===== config.mk =====
export PLATFORM = sky130hd
export DESIGN_NAME = fmic_top
export DESIGN_NICKNAME = d
export VERILOG_FILES = /design/src/fmic_pkg.sv /design/src/fmic_det_if.sv /design/src/fmic_sync.sv /design/src/fmic_qual.sv /design/src/fmic_top.sv
export VERILOG_INCLUDE_DIRS = /design/src
export SDC_FILE = /design/constraint.sdc
export NUM_CORES = 1
export LEC_CHECK = 0
export BUFFER_PORTS_ARGS = -buffer_cell sky130_fd_sc_hd__buf_2
export CAP_MARGIN = 10
export CORE_UTILIZATION = 55
export DETAILED_ROUTE_END_ITERATION = 7
export HOLD_SLACK_MARGIN = 0.08
export PLACE_DENSITY = 0.77
export SLEW_MARGIN = 10
export SYNTH_ARGS = -nofsm -noshare
export SYNTH_HDL_FRONTEND = slang
export SYNTH_SLANG_ARGS = --single-unit
export TNS_END_PERCENT = 30

===== constraint.sdc =====
create_clock -name pclk -period 5.6 [get_ports pclk]
set_input_delay 0.56 -clock pclk [delete_from_list [all_inputs] [get_ports pclk]]
set_output_delay 0.56 -clock pclk [all_outputs]
set_load 0.02 [all_outputs]

===== src/fmic_map.svh =====
// offsets, fields and timing figures of the interface control
`ifndef FMIC_MAP_SVH
`define FMIC_MAP_SVH

// =====================================================================
// apb register map
`define FMIC_CTRL_OFF   8'h00
`define FMIC_STAT_OFF   8'h04
`define FMIC_CTRL_HOLD  0
`define FMIC_CTRL_ANS   1
`define FMIC_CTRL_RST   2'h2

// =====================================================================
// time base: one tick every 100 us
`define FMIC_CW         16
`define FMIC_CLK_HZ     10000000
`define FMIC_TICK_US    100
`define FMIC_TICK_CYC   ((`FMIC_CLK_HZ / 1000000) * `FMIC_TICK_US)
// round up to whole ticks
`define FMIC_TK(us)     (16'(((us) + `FMIC_TICK_US - 1) / `FMIC_TICK_US))

// =====================================================================
// times in microseconds
`define FMIC_RC_ON_B103_US   208300
`define FMIC_RC_ON_V21_US    400000
`define FMIC_RC_ON_B202_US   183300
`define FMIC_RC_OFF_US       500
`define FMIC_BRC_ON_US       82300
`define FMIC_BRC_OFF_US      500
`define FMIC_CD_ON_B103_US   94000
`define FMIC_CD_ON_V21_US    301000
`define FMIC_CD_ON_V23_US    11400
`define FMIC_CD_ON_B202_US   18000
`define FMIC_CD_OFF_B103_US  21000
`define FMIC_CD_OFF_V23_US   5400
`define FMIC_CD_OFF_B202_US  12400
`define FMIC_BCD_ON_US       17000
`define FMIC_BCD_OFF_US      5400
`define FMIC_SQL_US          8000
`define FMIC_ANS_US          3000000

`endif


===== src/fmic_pkg.sv =====
// shared types of the modem control
package fmic_pkg;

   // =====================================================================
   // decoded modem family
   typedef enum logic [3:0] {
      FAM_NONE  = 4'h0,
      FAM_B103O = 4'h1,
      FAM_B103A = 4'h2,
      FAM_B202  = 4'h3,
      FAM_V21O  = 4'h4,
      FAM_V21A  = 4'h5,
      FAM_V23M2 = 4'h6,
      FAM_V23M1 = 4'h7,
      FAM_V23BK = 4'h8
   } fmic_fam_t;

   // =====================================================================
   // transmit / auto-answer state machine, one-hot
   typedef enum logic [7:0] {
      S_IDLE  = 8'h01,
      S_RON   = 8'h02,
      S_SEND  = 8'h04,
      S_ROFF  = 8'h08,
      S_BON   = 8'h10,
      S_BSEND = 8'h20,
      S_BOFF  = 8'h40,
      S_ANS   = 8'h80
   } fmic_st_t;

endpackage : fmic_pkg


===== src/fmic_det_if.sv =====
// carrier qualifier hookup
interface fmic_det_if;
   logic                raw;
   logic                tick;
   logic                clr;
   logic [15:0]         on_tk;
   logic [15:0]         off_tk;
   logic                det;
   modport ctl  (output raw, tick, clr, on_tk, off_tk, input det);
   modport qual (input raw, tick, clr, on_tk, off_tk, output det);
endinterface : fmic_det_if


===== src/fmic_sync.sv =====
// two-flop pin synchroniser, resets high
module fmic_sync #(
   parameter int W = 1
)(
   input  wire logic         pclk,
   input  wire logic         presetn,
   input  wire logic [W-1:0] d,
   output logic      [W-1:0] q
);
   logic [W-1:0] s1_ff;
   logic [W-1:0] s2_ff;

   // =====================================================================
   // first stage feeds only the second
   always_ff @(posedge pclk or negedge presetn) begin
      if (!presetn) begin
         s1_ff <= '1;
         s2_ff <= '1;
      end else begin
         s1_ff <= d;
         s2_ff <= s1_ff;
      end
   end

   assign q = s2_ff;
endmodule : fmic_sync


===== src/fmic_qual.sv =====
// carrier qualifier: det follows raw after on/off time
`include "fmic_map.svh"
module fmic_qual
   import fmic_pkg::*;
(
   input  wire logic pclk,
   input  wire logic presetn,
   fmic_det_if.qual  q
);
   logic [`FMIC_CW-1:0] cnt_ff;
   logic                det_ff;
   logic [`FMIC_CW-1:0] lim;

   // off time applies while detected, on time otherwise
   assign lim = det_ff ? q.off_tk : q.on_tk;

   // =====================================================================
   // a glitch restarts the count
   always_ff @(posedge pclk or negedge presetn) begin
      if (!presetn) begin
         cnt_ff <= '0;
         det_ff <= 1'b0;
      end else if (q.clr) begin
         cnt_ff <= '0;
         det_ff <= 1'b0;
      end else if (q.raw == det_ff) begin
         cnt_ff <= '0;
      end else if (q.tick) begin
         if (cnt_ff + 16'h1 >= lim) begin
            cnt_ff <= '0;
            det_ff <= q.raw;
         end else begin
            cnt_ff <= cnt_ff + 16'h1;
         end
      end
   end

   assign q.det = det_ff;
endmodule : fmic_qual


===== src/fmic_top.sv =====
// modem interface control top
`include "fmic_map.svh"
// =====================================================================
// Notes on behaviour
// - five select bits, nineteen usable
// - codes 0-8 normal modes
// - codes 16-25 loopback, one filter band
// - ready high disables all
// - request low transmits, high stops
// - clear follows request after delays
// - on delay 208.3/400/183.3 ms
// - off delay 0.5 ms
// - carrier detect on/off qualified
// - carrier needs both enables low
// - received data clamped to mark
// - back request only half-duplex
// - back data picks back frequency
// - 202 back tone keyed by back data
// - back clear only in V.23
// - back detect on back carrier
// - back data clamped high when invalid
// - ring while ready answers
// - async active-low reset
// - ready drop restores initial state
module fmic_top
   import fmic_pkg::*;
#(
   parameter int                  TICK_CYC = `FMIC_TICK_CYC,
   parameter logic [`FMIC_CW-1:0] ANS_TK   = `FMIC_TK(`FMIC_ANS_US)
)(
   input  wire logic        pclk,
   input  wire logic        presetn,
   input  wire logic        psel,
   input  wire logic        penable,
   input  wire logic        pwrite,
   input  wire logic [7:0]  paddr,
   input  wire logic [31:0] pwdata,
   output logic      [31:0] prdata,
   output logic             pready,
   output logic             pslverr,
   input  wire logic [4:0]  config_select,
   input  wire logic        dtr_n,
   input  wire logic        rts_n,
   input  wire logic        tx_serial,
   input  wire logic        back_send_request_n,
   input  wire logic        back_tx_serial,
   input  wire logic        ring_n,
   input  wire logic        carrier_in_main,
   input  wire logic        carrier_in_back,
   input  wire logic        rx_bit,
   input  wire logic        back_rx_bit,
   output logic             cts_n,
   output logic             cd_n,
   output logic             rx_serial,
   output logic             back_send_clear_n,
   output logic             back_cd_n,
   output logic             back_rx_serial,
   output logic             carrier_out_en,
   output logic             carrier_out_mark,
   output logic             carrier_out_back,
   output logic             answer_tone,
   output fmic_fam_t        mode_family,
   output logic             compromise_eq,
   output logic             common_band
);
   localparam int CW = `FMIC_CW;

   // =====================================================================
   // pin synchronisers
   logic [4:0]  cfg_s;
   logic        dtr_s;
   logic        rts_s;
   logic        td_s;
   logic        back_send_request_n_s;
   logic        btd_s;
   logic        ring_s;

   fmic_sync #(.W(11)) u_sync (
      .pclk    (pclk),
      .presetn (presetn),
      .d       ({config_select, dtr_n, rts_n, tx_serial,
                 back_send_request_n, back_tx_serial, ring_n}),
      .q       ({cfg_s, dtr_s, rts_s, td_s, back_send_request_n_s, btd_s, ring_s})
   );

   // =====================================================================
   // tick divider: 100 us enables
   logic [15:0] div_ff;
   logic        tick_ff;

   always_ff @(posedge pclk or negedge presetn) begin
      if (!presetn) begin
         div_ff  <= '0;
         tick_ff <= 1'b0;
      end else if (div_ff == 16'(TICK_CYC - 1)) begin
         div_ff  <= '0;
         tick_ff <= 1'b1;
      end else begin
         div_ff  <= div_ff + 16'h1;
         tick_ff <= 1'b0;
      end
   end

   // =====================================================================
   // configuration decode
   function automatic fmic_fam_t dec_fam(input logic [4:0] c);
      fmic_fam_t f;
      f = FAM_NONE;
      unique case (c)
         5'h00, 5'h10:               f = FAM_B103O;
         5'h01, 5'h11:               f = FAM_B103A;
         5'h02, 5'h03, 5'h12, 5'h13: f = FAM_B202;
         5'h04, 5'h14:               f = FAM_V21O;
         5'h05, 5'h15:               f = FAM_V21A;
         5'h06, 5'h07, 5'h16, 5'h17: f = FAM_V23M2;
         5'h08, 5'h18:               f = FAM_V23M1;
         5'h19:                      f = FAM_V23BK;
         default:                    f = FAM_NONE;
      endcase
      return f;
   endfunction : dec_fam

   fmic_fam_t fam_ff;
   logic      eq_ff;
   logic      lb_ff;

   // reserved codes leave the block idle rather than half-configured
   always_ff @(posedge pclk or negedge presetn) begin
      if (!presetn) begin
         fam_ff <= FAM_NONE;
         eq_ff  <= 1'b0;
         lb_ff  <= 1'b0;
      end else begin
         fam_ff <= dec_fam(cfg_s);
         eq_ff  <= (cfg_s[3:0] == 4'h3) || (cfg_s[3:0] == 4'h7);
         lb_ff  <= cfg_s[4] && (dec_fam(cfg_s) != FAM_NONE);
      end
   end

   logic half;
   logic v23;
   logic b202;

   assign v23  = (fam_ff == FAM_V23M2) || (fam_ff == FAM_V23M1) || (fam_ff == FAM_V23BK);
   assign b202 = (fam_ff == FAM_B202);
   assign half = v23 || b202;

   // =====================================================================
   // apb control register, block gating
   logic [1:0] ctrl_ff;
   logic       active;
   logic       acc;
   logic       pready_ff;

   assign acc    = psel && penable;
   assign active = !dtr_s && !ctrl_ff[`FMIC_CTRL_HOLD] && (fam_ff != FAM_NONE);

   // write lands when pready is seen high
   always_ff @(posedge pclk or negedge presetn) begin
      if (!presetn) begin
         ctrl_ff <= `FMIC_CTRL_RST;
      end else if (acc && pready_ff && pwrite && (paddr == `FMIC_CTRL_OFF)) begin
         ctrl_ff <= pwdata[1:0];
      end
   end

   // =====================================================================
   // per-family delays
   logic [CW-1:0] rc_on;
   logic [CW-1:0] cd_on;
   logic [CW-1:0] cd_off;

   always_comb begin
      rc_on  = `FMIC_TK(`FMIC_RC_ON_B103_US);
      cd_on  = `FMIC_TK(`FMIC_CD_ON_B103_US);
      cd_off = `FMIC_TK(`FMIC_CD_OFF_B103_US);
      unique case (fam_ff)
         FAM_V21O, FAM_V21A: begin
            rc_on = `FMIC_TK(`FMIC_RC_ON_V21_US);
            cd_on = `FMIC_TK(`FMIC_CD_ON_V21_US);
         end
         FAM_B202: begin
            rc_on  = `FMIC_TK(`FMIC_RC_ON_B202_US);
            cd_on  = `FMIC_TK(`FMIC_CD_ON_B202_US);
            cd_off = `FMIC_TK(`FMIC_CD_OFF_B202_US);
         end
         FAM_V23M2, FAM_V23M1, FAM_V23BK: begin
            cd_on  = `FMIC_TK(`FMIC_CD_ON_V23_US);
            cd_off = `FMIC_TK(`FMIC_CD_OFF_V23_US);
         end
         default: begin
         end
      endcase
   end

   // =====================================================================
   // transmit and auto-answer state machine
   fmic_st_t      st_ff;
   logic [CW-1:0] tmr_ff;
   logic          tdone;

   assign tdone = (tmr_ff == '0);

   // main request wins if both are raised
   always_ff @(posedge pclk or negedge presetn) begin
      if (!presetn) begin
         st_ff  <= S_IDLE;
         tmr_ff <= '0;
      end else if (!active) begin
         st_ff  <= S_IDLE;
         tmr_ff <= '0;
      end else begin
         if (tick_ff && !tdone) begin
            tmr_ff <= tmr_ff - 16'h1;
         end
         unique case (st_ff)
            S_IDLE: begin
               if (!ring_s && ctrl_ff[`FMIC_CTRL_ANS]) begin
                  st_ff  <= S_ANS;
                  tmr_ff <= ANS_TK;
               end else if (!rts_s) begin
                  st_ff  <= S_RON;
                  tmr_ff <= rc_on;
               end else if (!back_send_request_n_s && half) begin
                  st_ff  <= S_BON;
                  tmr_ff <= v23 ? `FMIC_TK(`FMIC_BRC_ON_US) : '0;
               end
            end
            S_RON: begin
               if (rts_s) begin
                  st_ff <= S_IDLE;
               end else if (tdone) begin
                  st_ff <= S_SEND;
               end
            end
            S_SEND: begin
               if (rts_s) begin
                  st_ff  <= S_ROFF;
                  tmr_ff <= `FMIC_TK(`FMIC_RC_OFF_US);
               end
            end
            S_ROFF: begin
               if (tdone) begin
                  st_ff <= S_IDLE;
               end
            end
            S_BON: begin
               if (back_send_request_n_s) begin
                  st_ff <= S_IDLE;
               end else if (tdone) begin
                  st_ff <= S_BSEND;
               end
            end
            S_BSEND: begin
               if (back_send_request_n_s) begin
                  st_ff  <= S_BOFF;
                  tmr_ff <= `FMIC_TK(`FMIC_BRC_OFF_US);
               end
            end
            S_BOFF: begin
               if (tdone) begin
                  st_ff <= S_IDLE;
               end
            end
            S_ANS: begin
               if (tdone) begin
                  st_ff <= S_IDLE;
               end
            end
            default: begin
               st_ff <= S_IDLE;
            end
         endcase
      end
   end

   // =====================================================================
   // receive squelch after a half-duplex turnaround
   logic [CW-1:0] sql_ff;

   always_ff @(posedge pclk or negedge presetn) begin
      if (!presetn) begin
         sql_ff <= '0;
      end else if (!active) begin
         sql_ff <= '0;
      end else if (half && tdone && ((st_ff == S_ROFF) || (st_ff == S_BOFF))) begin
         sql_ff <= `FMIC_TK(`FMIC_SQL_US);
      end else if (tick_ff && (sql_ff != '0)) begin
         sql_ff <= sql_ff - 16'h1;
      end
   end

   // =====================================================================
   // carrier qualifiers
   fmic_det_if cd_if ();
   fmic_det_if bcd_if ();

   assign cd_if.raw     = carrier_in_main;
   assign cd_if.tick    = tick_ff;
   assign cd_if.clr     = !active;
   assign cd_if.on_tk   = cd_on;
   assign cd_if.off_tk  = cd_off;
   assign bcd_if.raw    = carrier_in_back && half;
   assign bcd_if.tick   = tick_ff;
   assign bcd_if.clr    = !active;
   assign bcd_if.on_tk  = `FMIC_TK(`FMIC_BCD_ON_US);
   assign bcd_if.off_tk = `FMIC_TK(`FMIC_BCD_OFF_US);

   fmic_qual u_cd (
      .pclk    (pclk),
      .presetn (presetn),
      .q       (cd_if.qual)
   );

   fmic_qual u_bcd (
      .pclk    (pclk),
      .presetn (presetn),
      .q       (bcd_if.qual)
   );

   // =====================================================================
   // handshake outputs
   logic cts_n_ff;
   logic bclr_n_ff;
   logic cd_n_ff;
   logic bcd_n_ff;

   always_ff @(posedge pclk or negedge presetn) begin
      if (!presetn) begin
         cts_n_ff  <= 1'b1;
         bclr_n_ff <= 1'b1;
         cd_n_ff   <= 1'b1;
         bcd_n_ff  <= 1'b1;
      end else begin
         cts_n_ff  <= !(active && ((st_ff == S_SEND) || (st_ff == S_ROFF)));
         bclr_n_ff <= !(active && v23 && ((st_ff == S_BSEND) || (st_ff == S_BOFF)));
         cd_n_ff   <= !(active && cd_if.det);
         bcd_n_ff  <= !(active && bcd_if.det);
      end
   end

   // =====================================================================
   // modulator control
   logic ans;
   logic main_on;
   logic back_on;
   logic tx_en_ff;
   logic tx_mark_ff;
   logic tx_back_ff;
   logic ans_ff;

   assign ans     = active && (st_ff == S_ANS);
   assign main_on = active && !rts_s && ((st_ff == S_RON) || (st_ff == S_SEND));
   // 202 back is on/off keyed: tone only on mark
   assign back_on = active && !back_send_request_n_s && ((st_ff == S_BON) || (st_ff == S_BSEND))
                    && (v23 || (b202 && btd_s));

   always_ff @(posedge pclk or negedge presetn) begin
      if (!presetn) begin
         tx_en_ff   <= 1'b0;
         tx_mark_ff <= 1'b1;
         tx_back_ff <= 1'b0;
         ans_ff     <= 1'b0;
      end else begin
         tx_en_ff   <= main_on || back_on || ans;
         tx_mark_ff <= ans || (back_on ? btd_s : td_s);
         tx_back_ff <= back_on;
         ans_ff     <= ans;
      end
   end

   // =====================================================================
   // receive data clamps to mark
   logic rd_force;
   logic brd_force;
   logic rd_ff;
   logic brd_ff;

   assign rd_force  = !active || !cd_if.det || (sql_ff != '0) || ans
                      || (b202 && (st_ff == S_ROFF))
                      || (half && !rts_s && back_send_request_n_s);
   assign brd_force = !active || !v23 || ans || !bcd_if.det
                      || (!back_send_request_n_s && rts_s);

   always_ff @(posedge pclk or negedge presetn) begin
      if (!presetn) begin
         rd_ff  <= 1'b1;
         brd_ff <= 1'b1;
      end else begin
         rd_ff  <= rd_force || rx_bit;
         brd_ff <= brd_force || back_rx_bit;
      end
   end

   // =====================================================================
   // apb read: one wait state, error if unmapped
   logic [31:0] prdata_ff;
   logic        pslverr_ff;
   logic [31:0] stat;
   logic        hit;

   assign hit  = (paddr == `FMIC_CTRL_OFF) || (paddr == `FMIC_STAT_OFF);
   assign stat = {12'h0, fam_ff, st_ff, lb_ff, eq_ff, active, (sql_ff != '0),
                  !cts_n_ff, !cd_n_ff, !bclr_n_ff, !bcd_n_ff};

   always_ff @(posedge pclk or negedge presetn) begin
      if (!presetn) begin
         pready_ff  <= 1'b0;
         pslverr_ff <= 1'b0;
         prdata_ff  <= '0;
      end else begin
         pready_ff <= acc && !pready_ff;
         if (acc && !pready_ff) begin
            pslverr_ff <= !hit;
            prdata_ff  <= (pwrite || !hit) ? 32'h0 :
                          (paddr == `FMIC_CTRL_OFF) ? {30'h0, ctrl_ff} : stat;
         end
      end
   end

   // =====================================================================
   // outputs straight from flops
   assign prdata            = prdata_ff;
   assign pready            = pready_ff;
   assign pslverr           = pslverr_ff;
   assign cts_n             = cts_n_ff;
   assign cd_n              = cd_n_ff;
   assign rx_serial         = rd_ff;
   assign back_send_clear_n = bclr_n_ff;
   assign back_cd_n         = bcd_n_ff;
   assign back_rx_serial    = brd_ff;
   assign carrier_out_en    = tx_en_ff;
   assign carrier_out_mark  = tx_mark_ff;
   assign carrier_out_back  = tx_back_ff;
   assign answer_tone       = ans_ff;
   assign mode_family       = fam_ff;
   assign compromise_eq     = eq_ff;
   assign common_band       = lb_ff;
endmodule : fmic_top


# Word-level counts from Yosys, hierarchy flattened

Memories as Yosys holds them, arrays and structs flattened. A register that Yosys moved wholly into a read port is not among the register bits.
Cells that the tools add are included.

Register bits after elaboration: 161
ROM bits: 256
Input bits: 60
Output and inout bits: 50
Word-level logic and storage cells: 209
Memories kept: 2

$add $sub $neg: 5
Order comparisons: 2
Eq/ne operators: 34
Multiplexer cells: 50
Reductions and logical operators: 89

Memories:

| memory          | depth | bits a word | read ports | clocked after Yosys merged registers in | wr ports | RTL line        | RTL |
|---|---|---|---|---|---|---|---|
| (no name shown) | 32    | 4           | 1          | 1                                       | 0        | fmic_top.sv:109 | `unique case (c)` |
| (no name shown) | 32    | 4           | 1          | 0                                       | 0        | fmic_top.sv:109 |  |

Operator list:

| kind                                                  | count |
|---|---|
| two-way mux 16 bit                                    | 19 |
| two-way mux 8 bit                                     | 12 |
| adder 16 x 1 -> 16 bit, second input constant         | 3 |
| case mux 16 bit (3 select lines)                      | 1 |
| case mux 8 bit (6 select lines)                       | 1 |
| two-way mux 20 bit                                    | 2 |
| case mux 12 bit (3 select lines)                      | 1 |
| greater-or-equal comparator 16 bit                    | 2 |
| subtractor 16 x 1 -> 16 bit, second input constant    | 2 |
| logical AND 1 bit                                     | 31 |
| logical OR 1 bit                                      | 26 |
| case mux 12 bit (2 select lines)                      | 1 |
| logical NOT 1 bit                                     | 21 |
| == test 4 x 3 -> 1 bit, second input constant         | 5 |
| == test 16 x 10 -> 1 bit, second input constant       | 1 |
| == test 8 x 3 -> 1 bit, second input constant         | 2 |
| logical NOT 16 bit                                    | 1 |
| case mux 8 bit (2 select lines)                       | 1 |
| nonzero test 16 bit                                   | 1 |
| inequality test 3 x 2 -> 1 bit, second input constant | 5 |
| two-way mux 12 bit                                    | 1 |
| two-way mux 1 bit                                     | 10 |
| two-way mux 10 bit                                    | 1 |
| == test 4 x 2 -> 1 bit, second input constant         | 2 |
| other kinds (20)                                      | 28 |

# Depth between registers and ports, before layout

Gate-level depths: netlist of the first run.

Word-level depth: 10
Depth in mapped cells: 14

# Modules after synthesis

From an unflattened synthesis of the first run, not the netlist that was laid out.

Cells, all modules: 831
Area, all modules: 8546.9 µm²

By module, submodules not included:

| module    | instances | cells each | area an instance (µm²) | seq. area each (µm²) |
|---|---|---|---|---|
| fmic_top  | 1         | 525        | 5068.6                 | 2438.6 |
| fmic_qual | 2         | 142        | 1450.1                 | 425.4 |
| fmic_sync | 1         | 22         | 578.1                  | 578.1 |

# Worst setup path before layout of the first run

Ideal clock, no wire load.

Path type: register -> register
From: register fam_ff[1] (netlist: mode_family[1])
To: register u_cd.cnt_ff[8]
Library setup time: 126 ps
Arrival: 2734 ps
Data required time: 5474 ps
Slack: 2740 ps
Cell stages (with the launch flop): 15
Path buffers: 1
Path through: dfrtp_1 -> clkbuf_1 -> nand2b_1 -> nor2_1 -> nor2_1 -> nor2_1 -> a21oi_1 -> o21ai_0 -> ha_1 -> a21boi_0 -> o21ai_0 -> nand4_1 -> a41oi_2 -> nor2_1 -> a221o_1

Word-level cells in the longest chain between the ends: 9
Elaborated cells between the ends (all ways): 19
Those cells by class: 1 x order compare; 7 x eq/ne; 7 x mux; 4 x reduce/logical

RTL lines:

| what                                                                                | RTL line        | RTL |
|---|---|---|
| from (decl)                                                                         | fmic_top.sv:123 | `fmic_fam_t fam_ff;` |
| == test 4 x 3 -> 1 bit or == test 4 bit (tied branches)                             | fmic_top.sv:177 | `unique case (fam_ff)` |
| OR reduction 3 bit or OR reduction 2 bit (tied branches)                            | fmic_top.sv:177 |  |
| case mux 12 bit (3 select lines) or case mux 8 bit (2 select lines) (tied branches) | fmic_top.sv:177 |  |
| two-way mux 12 bit                                                                  | fmic_qual.sv:15 | `assign lim = det_ff ? q.off_tk : q.on_tk;` |
| greater-or-equal comparator 16 bit                                                  | fmic_qual.sv:29 | `if (cnt_ff + 16'h1 >= lim) begin` |
| two-way mux 16 bit                                                                  | fmic_qual.sv:29 |  |
| two-way mux 16 bit                                                                  | fmic_qual.sv:28 | `end else if (q.tick) begin` |
| two-way mux 16 bit                                                                  | fmic_qual.sv:26 | `end else if (q.raw == det_ff) begin` |
| two-way mux 16 bit                                                                  | fmic_qual.sv:23 | `end else if (q.clr) begin` |
| to (signal assigned)                                                                | fmic_qual.sv:33 | `cnt_ff <= cnt_ff + 16'h1;` |
| to (decl)                                                                           | fmic_qual.sv:10 | `` logic [`FMIC_CW-1:0] cnt_ff; `` |

Several ways; a longest one is shown, not always the timed one. The select of a mux whose other input is x is not followed.
A chain may end at the register's enable or synchronous reset.

# Worst setup path after layout of the first run

Same ends and word-level chain as after synthesis.

==> impl_results.md, run 1 <==
- Status: finished, final reports clean
- RSZ-0062 raised after global routing: no
- Worst-Skew Late Latency: 430 ps
- Post-Syn Area: 8058 µm²
- CTS Hold Buffers Added: 0
- CP Capture Type: flop
- DRT antenna net count: 0
- Startpoint types: flop
- Crit-path max cell delay: 670 ps
- Area Growth Syn to Fin: 12.86%
- Initial DRC Count: 525
- Clock transition at path regs: 70 ps
- Max Cap Violations: 0
- Critical Path Most Common Cell: nor2_1
- Final setup vio count: 0
- DIE HEIGHT: 123.0 µm
- CTS tree: done
- Rows: 43
- Ant. Diodes: 0
- Wire per inst: 16.68 µm
- Total number of vias: 6,418
- Tot Pwr: 0.002604 W
- Clock buffer depth: 2
- CORE AREA: 14,100 µm²
- Io pins: 110
- Vias in the first global route: 5,886
- CTS buffer count: 17
- Layout cells sized above 1: 0.1778
- Max Clock Freq: 288.1 MHz
- Relative slew slack: 0.3209
- Worst path required time: 5920 ps
- Drt first pass iters: 5
- Cells after DPL: 1,048
- Postcts setup bufs: 0
- Full die area: 15,140 µm²
- Leak pwr: 4.092 nW
- Unique masters post-synth: 78
- Crit path buf inv count: 0
- Yosys warning total: 0
- Setup_tns: 0 ps
- Finished Layout Cells: 1,080
- Nets: 968
- Crit Path Category: reg -> reg
- Design area: 9094 µm²
- Grt total ovfl: 0
- Part of the cycle the worst path needs: 0.6198
- Critical Path, Cell by Cell: nand2b_1 > o21ai_0 > nor2_1 > ha_1 > and4_1 > nand4_1 > a41oi_2 > nor2_1 > a221o_1
- Routed wire length: 18.01 mm
- Hold Crit Class: in -> reg
- DRC viols: 0
- Worst path slowest cell: o21ai_0
- Die width: 123.0 µm
- Clk sinks: 153
- Power Dens Cells: 286.3 nW/µm²
- Post-synthesis register bit count: 153
- CP Data Arrival Time: 3790 ps
- First-pass GRT wire length: 29.40 mm
- Largest net degree at the start of global routing: 107
- CTS root buffer: clkbuf_16
- Synth Flop Type: dfrtp_1
- Worst-path fanout max: 16
- Post-synth EDFFs: 0
- Avg Inst Size Synth: 9.732 µm²
- Seq/Total Area, Yosys: 0.4800
- Initial antenna violation count: 0
- Avg Vias per Cell: 5.943
- Max rail drop VDD: 0.2395 mV
- Final Hold Viols: 0
- Kind of cell adding the most delay to the critical path: compound AO/OA/AOI/OAI gates
- Area post-placement: 8481 µm²
- Post-synth ARST share: 1.000
- Detailed placement HPWL: 12.46 mm
- Layout Skew: 9.292 ps
- H-tree levels: 4
- Final GP Congestion: 0.9098
- IO buf count: 67
- All-Layer GR Usage: 0.2547
- Actual slew at the worst max-slew pin: 1016 ps
- Initial Utilization: 0.5716
- Cells after Synth: 828
- CTS resizes: 0
- Post-layout minimum cycle time: 3471 ps
- Fin. max-slew vios: 0
==> area by class of cell <==
| cell class | count | area [µm²] |
|---|---|---|
| fillers | 1156 | 5002 |
| clock buffers | 20 | 489.2 |
| multi-input cells | 624 | 3945 |
| clock inverters | 12 | 123.9 |
| flip-flops and latches | 153 | 3867 |
| well taps | 180 | 225.2 |
| repair buffers | 70 | 364.1 |
| inverters | 21 | 78.83 |
==> Yosys cell counts (6+ instances only) <==
cell      instances  share of area
and2_1            6         0.0047
and4_1            6         0.0065
or3_1            13          0.010
xnor2_1          36          0.039
dfstp_2          31           0.10
and3_1           17          0.013
nor2_1           79          0.037
a21oi_1          25          0.016
xor2_1           19          0.021
a211oi_1         10         0.0093
nand3_1          47          0.029
nand4_1          12         0.0093
nor3_1           22          0.014
a31oi_1           8         0.0062
or2_2             6         0.0047
nand2b_1         17          0.013
buf_4            13          0.012
inv_1            21         0.0098
ha_1             21          0.033
clkbuf_1         23          0.011
a21o_1            7         0.0065
o21ai_0          59          0.037
nand2_1          66          0.031
dfrtp_1         122           0.38
nor4_1           20          0.016
a22o_1           18          0.020
==> layer usage <==
layer,global-route usage,wire length (µm),vias to the layer above
li1,-,-,3119
met1,0.3504,8333,3117
met2,0.4052,8592,156
met3,0.04843,753,26
met4,0.08735,332,0
met5,0,0,-
==> registers in the layout (all words and copies together) (netlist names), 2 cells and up <==
register / cells
prdata: 20
div_ff: 16
sql_ff: 16
tmr_ff: 16
u_bcd.cnt_ff: 16
u_cd.cnt_ff: 16
u_sync.q: 11
u_sync.s1_ff: 11
st_ff: 8
mode_family: 4
ctrl_ff: 2
==> metrics by stage <==
step	setup slack, ps	util	hold WS (ps)
2_1_floorplan	2740	-	264.4
4_1_cts	2171	0.6451	204.4
5_1_grt	1905	0.6451	207.1
3_3_place_gp	2236	0.6016	345.3
3_5_place_dp	2190	0.6016	346.8
6_report	2129	0.6451	219.2
==> report_power, final <==
group / total (W) / internal [W] / switching (W) / leakage, nW
registers: 0.00116 / 0.00113 / 0.0000298 / 2.00
clock network: 0.00118 / 0.000687 / 0.000493 / 0.297
logic: 0.000259 / 0.0000790 / 0.000180 / 1.79
total: 0.00260 / 0.00190 / 0.000703 / 4.09
==> kinds of logic after synthesis <==
group / share of synthesized area
compound gates: 0.1425
xor+xnor: 0.06180
fa+ha+maj: 0.03385
buf+inv: 0.03556
flops: 0.4800
mux: 0.01227
other cells: 0.0004654
simple gates: 0.2335
==> final timing paths <==
check                           startpoint              end  slack [ps]  cells after the start
min reg2reg                u_sync.s1_ff[4]      u_sync.q[4]         360                      0
max reg2reg                 mode_family[1]   u_cd.cnt_ff[8]        2130                      9
max in group asynchronous          presetn       div_ff[10]        4230                      2
min in group asynchronous          presetn   u_cd.cnt_ff[3]         240                      1
max                         mode_family[1]   u_cd.cnt_ff[8]        2130                      9
min                                  dtr_n  u_sync.s1_ff[5]         220                      1
==> cell usage in the layout, fill, tap and decap left out, types with 13 or more instances in the layout <==
cell type | netlist | final
buf_2 | 3 | 66
clkbuf_16 | 0 | 19
nor2_1 | 79 | 79
a22o_1 | 18 | 18
xor2_1 | 19 | 19
dfrtp_1 | 122 | 122
ha_1 | 21 | 21
nand2_1 | 66 | 66
o21ai_0 | 59 | 59
nand2b_1 | 17 | 17
xnor2_1 | 36 | 36
inv_1 | 21 | 21
nor4_1 | 20 | 20
nor3_1 | 22 | 22
or3_1 | 13 | 13
a21oi_1 | 25 | 25
and3_1 | 17 | 17
nand3_1 | 47 | 47
dfstp_2 | 31 | 31
No activity file was read; power rests on OpenSTA's default activity.
==> run 2: changes to the inputs <==
==> constraint.sdc (replaced) <==
create_clock -name pclk -period 3.6 [get_ports pclk]
set_input_delay 0.36 -clock pclk [delete_from_list [all_inputs] [get_ports pclk]]
set_output_delay 0.36 -clock pclk [all_outputs]
set_load 0.02 [all_outputs]
==> run 2 against run 1 <==
Compared with the run above: clock skew up 3.4 ps; count of clock-buffer cells in the layout unchanged; fmax up 14%; first-iteration DRC count up 20%; combinational power up 65%; clock power up 54%; worst setup slack worse by 1600 ps; critical endpoint unchanged.
==> impl_results.md, run 2 (same netlist as run 1, synthesis figures left out) <==
- Initial antenna violation count: 0 (unchanged)
- Commonest non-fill, non-tap cell in the layout: dfrtp_1 (unchanged)
- Initial Utilization: 0.5716 (unchanged)
- Crit Path Category: reg -> reg (unchanged)
- DIE HEIGHT: 123.0 µm (unchanged)
- Final Hold Viols: 0 (unchanged)
- CTS buffer count: 17 (unchanged)
- Power Dens Cells: 437.9 nW/µm² (was 286.3 nW/µm²)
- Total number of vias: 6,495 (was 6,418)
- Nets: 985 (was 968)
- RSZ-0062 raised after global routing: no (unchanged)
- Finished Layout Cells: 1,097 (was 1,080)
- Detailed placement HPWL: 12.76 mm (was 12.46 mm)
- DRT antenna net count: 0 (unchanged)
- First-pass GRT wire length: 30.18 mm (was 29.40 mm)
- Largest net degree at the start of global routing: 87 (was 107)
- Fin. max-slew vios: 0 (unchanged)
- Clock transition at path regs: 70 ps (about the same)
- Wire per inst: 16.86 µm (was 16.68 µm)
- Clk sinks: 153 (unchanged)
- Avg Vias per Cell: 5.921 (was 5.943)
- DRC viols: 0 (unchanged)
- Status: finished, final reports clean (unchanged)
- CTS tree: done (unchanged)
- Max Clock Freq: 327.2 MHz (was 288.1 MHz)
- Crit-path max cell delay: 620 ps (was 670 ps)
- Drt first pass iters: 5 (unchanged)
- Multi-input gate area: 3945 µm² (unchanged)
- Relative slew slack: 0.4877 (was 0.3209)
- Grt total ovfl: 0 (unchanged)
- Cells after DPL: 1,053 (was 1,048)
- Layout Skew: 12.70 ps (was 9.292 ps)
- Rows: 43 (unchanged)
- Worst path required time: 3910 ps (was 5920 ps)
- Startpoint types: flop (unchanged)
- Max rail drop VDD: 0.3677 mV (was 0.2395 mV)
- CP Data Arrival Time: 3370 ps (was 3790 ps)
- Worst-path fanout max: 16 (unchanged)
- Post-layout minimum cycle time: 3057 ps (was 3471 ps)
- Clock buffer depth: 2 (unchanged)
- Leak pwr: 4.169 nW (was 4.092 nW)
- CP Capture Type: flop (unchanged)
- Actual slew at the worst max-slew pin: 768.4 ps (was 1016 ps)
- Die width: 123.0 µm (unchanged)
- Setup_tns: 0 ps (unchanged)
- Layout cells sized above 1: 0.1799 (was 0.1778)
- CORE AREA: 14,100 µm² (unchanged)
- CTS root buffer: clkbuf_16 (unchanged)
- H-tree levels: 4 (unchanged)
- Worst-Skew Late Latency: 430 ps (about the same)
- Worst path slowest cell: or4b_1 (was o21ai_0)
- Hold Crit Class: in -> reg (unchanged)
- Final GP Congestion: 0.9067 (was 0.9098)
- All-Layer GR Usage: 0.2622 (was 0.2547)
- Sequential cell area: 3867 µm² (unchanged)
- Max FFs per register: 20 (unchanged)
- Critical Path Most Common Cell: nor2_1 (unchanged)
- Critical Path, Cell by Cell: or4b_1 > o21ai_0 > nor2_1 > ha_1 > and4_1 > nand4_1 > a41oi_2 > nor2_1 > a221o_1 (was nand2b_1 > o21ai_0 > nor2_1 > ha_1 > and4_1 > nand4_1 > a41oi_2 > nor2_1 > a221o_1)
- Final setup vio count: 0 (unchanged)
- Routed wire length: 18.49 mm (was 18.01 mm)
- Most frequent cells in the layout: 122 x dfrtp_1, 79 x nor2_1, 66 x nand2_1, 66 x buf_2, 59 x o21ai_0 (unchanged)
- Vias in the first global route: 5,917 (was 5,886)
- Filler cell count: 1,122 (was 1,156)
- Ant. Diodes: 0 (unchanged)
- Max Cap Violations: 0 (unchanged)
- Area Growth Syn to Fin: 14.88% (was 12.86%)
- IO buf count: 67 (unchanged)
- Initial DRC Count: 628 (was 525)
- Full die area: 15,140 µm² (unchanged)
- Io pins: 110 (unchanged)
- Postcts setup bufs: 0 (unchanged)
- Tot Pwr: 0.004054 W (was 0.002604 W)
- Part of the cycle the worst path needs: 0.8491 (was 0.6198)
## run 2: changes by cell type in the layout (fill, tap and decap cells not counted)
cell	previous run	this run
dlygate4sd3_1	0	12
buf_4	3	7
clkinv_4	3	1
inv_8	1	3
buf_12	0	1
clkbuf_16	19	18
clkbuf_8	1	2
clkinv_2	0	1
inv_4	1	0
## run 2: cell type report
class | count | share of cell area
tap | 180 | 0.02433
timing repair buffer | 87 | 0.05772
clock buffer | 20 | 0.05164
multi-input combinational | 624 | 0.4262
inverter | 21 | 0.008516
clock inverter | 12 | 0.01379
sequential | 153 | 0.4178
## run 2: path summary, 6_finish.rpt
check	startpoint	to	slack, ps	depth (start not counted)
max	mode_family[1]	u_cd.cnt_ff[8]	540	9
min	rx_bit	rx_serial	170	3
max reg2reg	mode_family[1]	u_cd.cnt_ff[8]	540	9
min reg2reg	u_sync.s1_ff[4]	u_sync.q[4]	360	0
max in group asynchronous	presetn	u_sync.q[0]	2220	3
min in group asynchronous	presetn	u_cd.cnt_ff[3]	540	2
## run 2: critical path, delay by kind of cell (launching register included)
kind                       cells  cell delay [ps]
and+or+nand+nor                5             1230
AOI/OAI and AO/OA              3              890
DFF                            1              530
adders and majority gates      1              290
## run 2: repair_timing
item | in CTS | in global routing
hold endpoints to repair | 90 | 0
hold buffers | 12 | 0
resized for setup | 0 | 0
## run 2: report_power, final
part | switching (W) | internal (W)
Combinational | 0.000290 | 0.000138
Clock | 0.000765 | 0.00105
Sequential | 0.0000434 | 0.00176
Total | 0.00110 | 0.00295
## run 2: layer usage
| layer | vias to the layer above | wire length [µm] | global-route usage |
|---|---|---|---|
| li1 | 3140 | - | - |
| met1 | 3149 | 8700 | 0.3781 |
| met2 | 183 | 8576 | 0.3954 |
| met3 | 23 | 870 | 0.05535 |
| met4 | 0 | 345 | 0.08434 |
| met5 | - | 0 | 0 |
## run 2: through the flow
| stage | hold WS (ps) | setup slack (ps) | cell area [µm²] | util |
|---|---|---|---|---|
| after floorplan | 64.41 | 740.5 | 8099 | - |
| after global placement | 345.5 | 635.8 | 8531 | 0.6052 |
| after detailed placement | 346.8 | 601.1 | 8531 | 0.6052 |
| after CTS | 163.1 | 593.9 | 9256 | 0.6567 |
| after global routing | 184.6 | 287.2 | 9256 | 0.6567 |
| final | 171.3 | 543.3 | 9256 | 0.6567 |
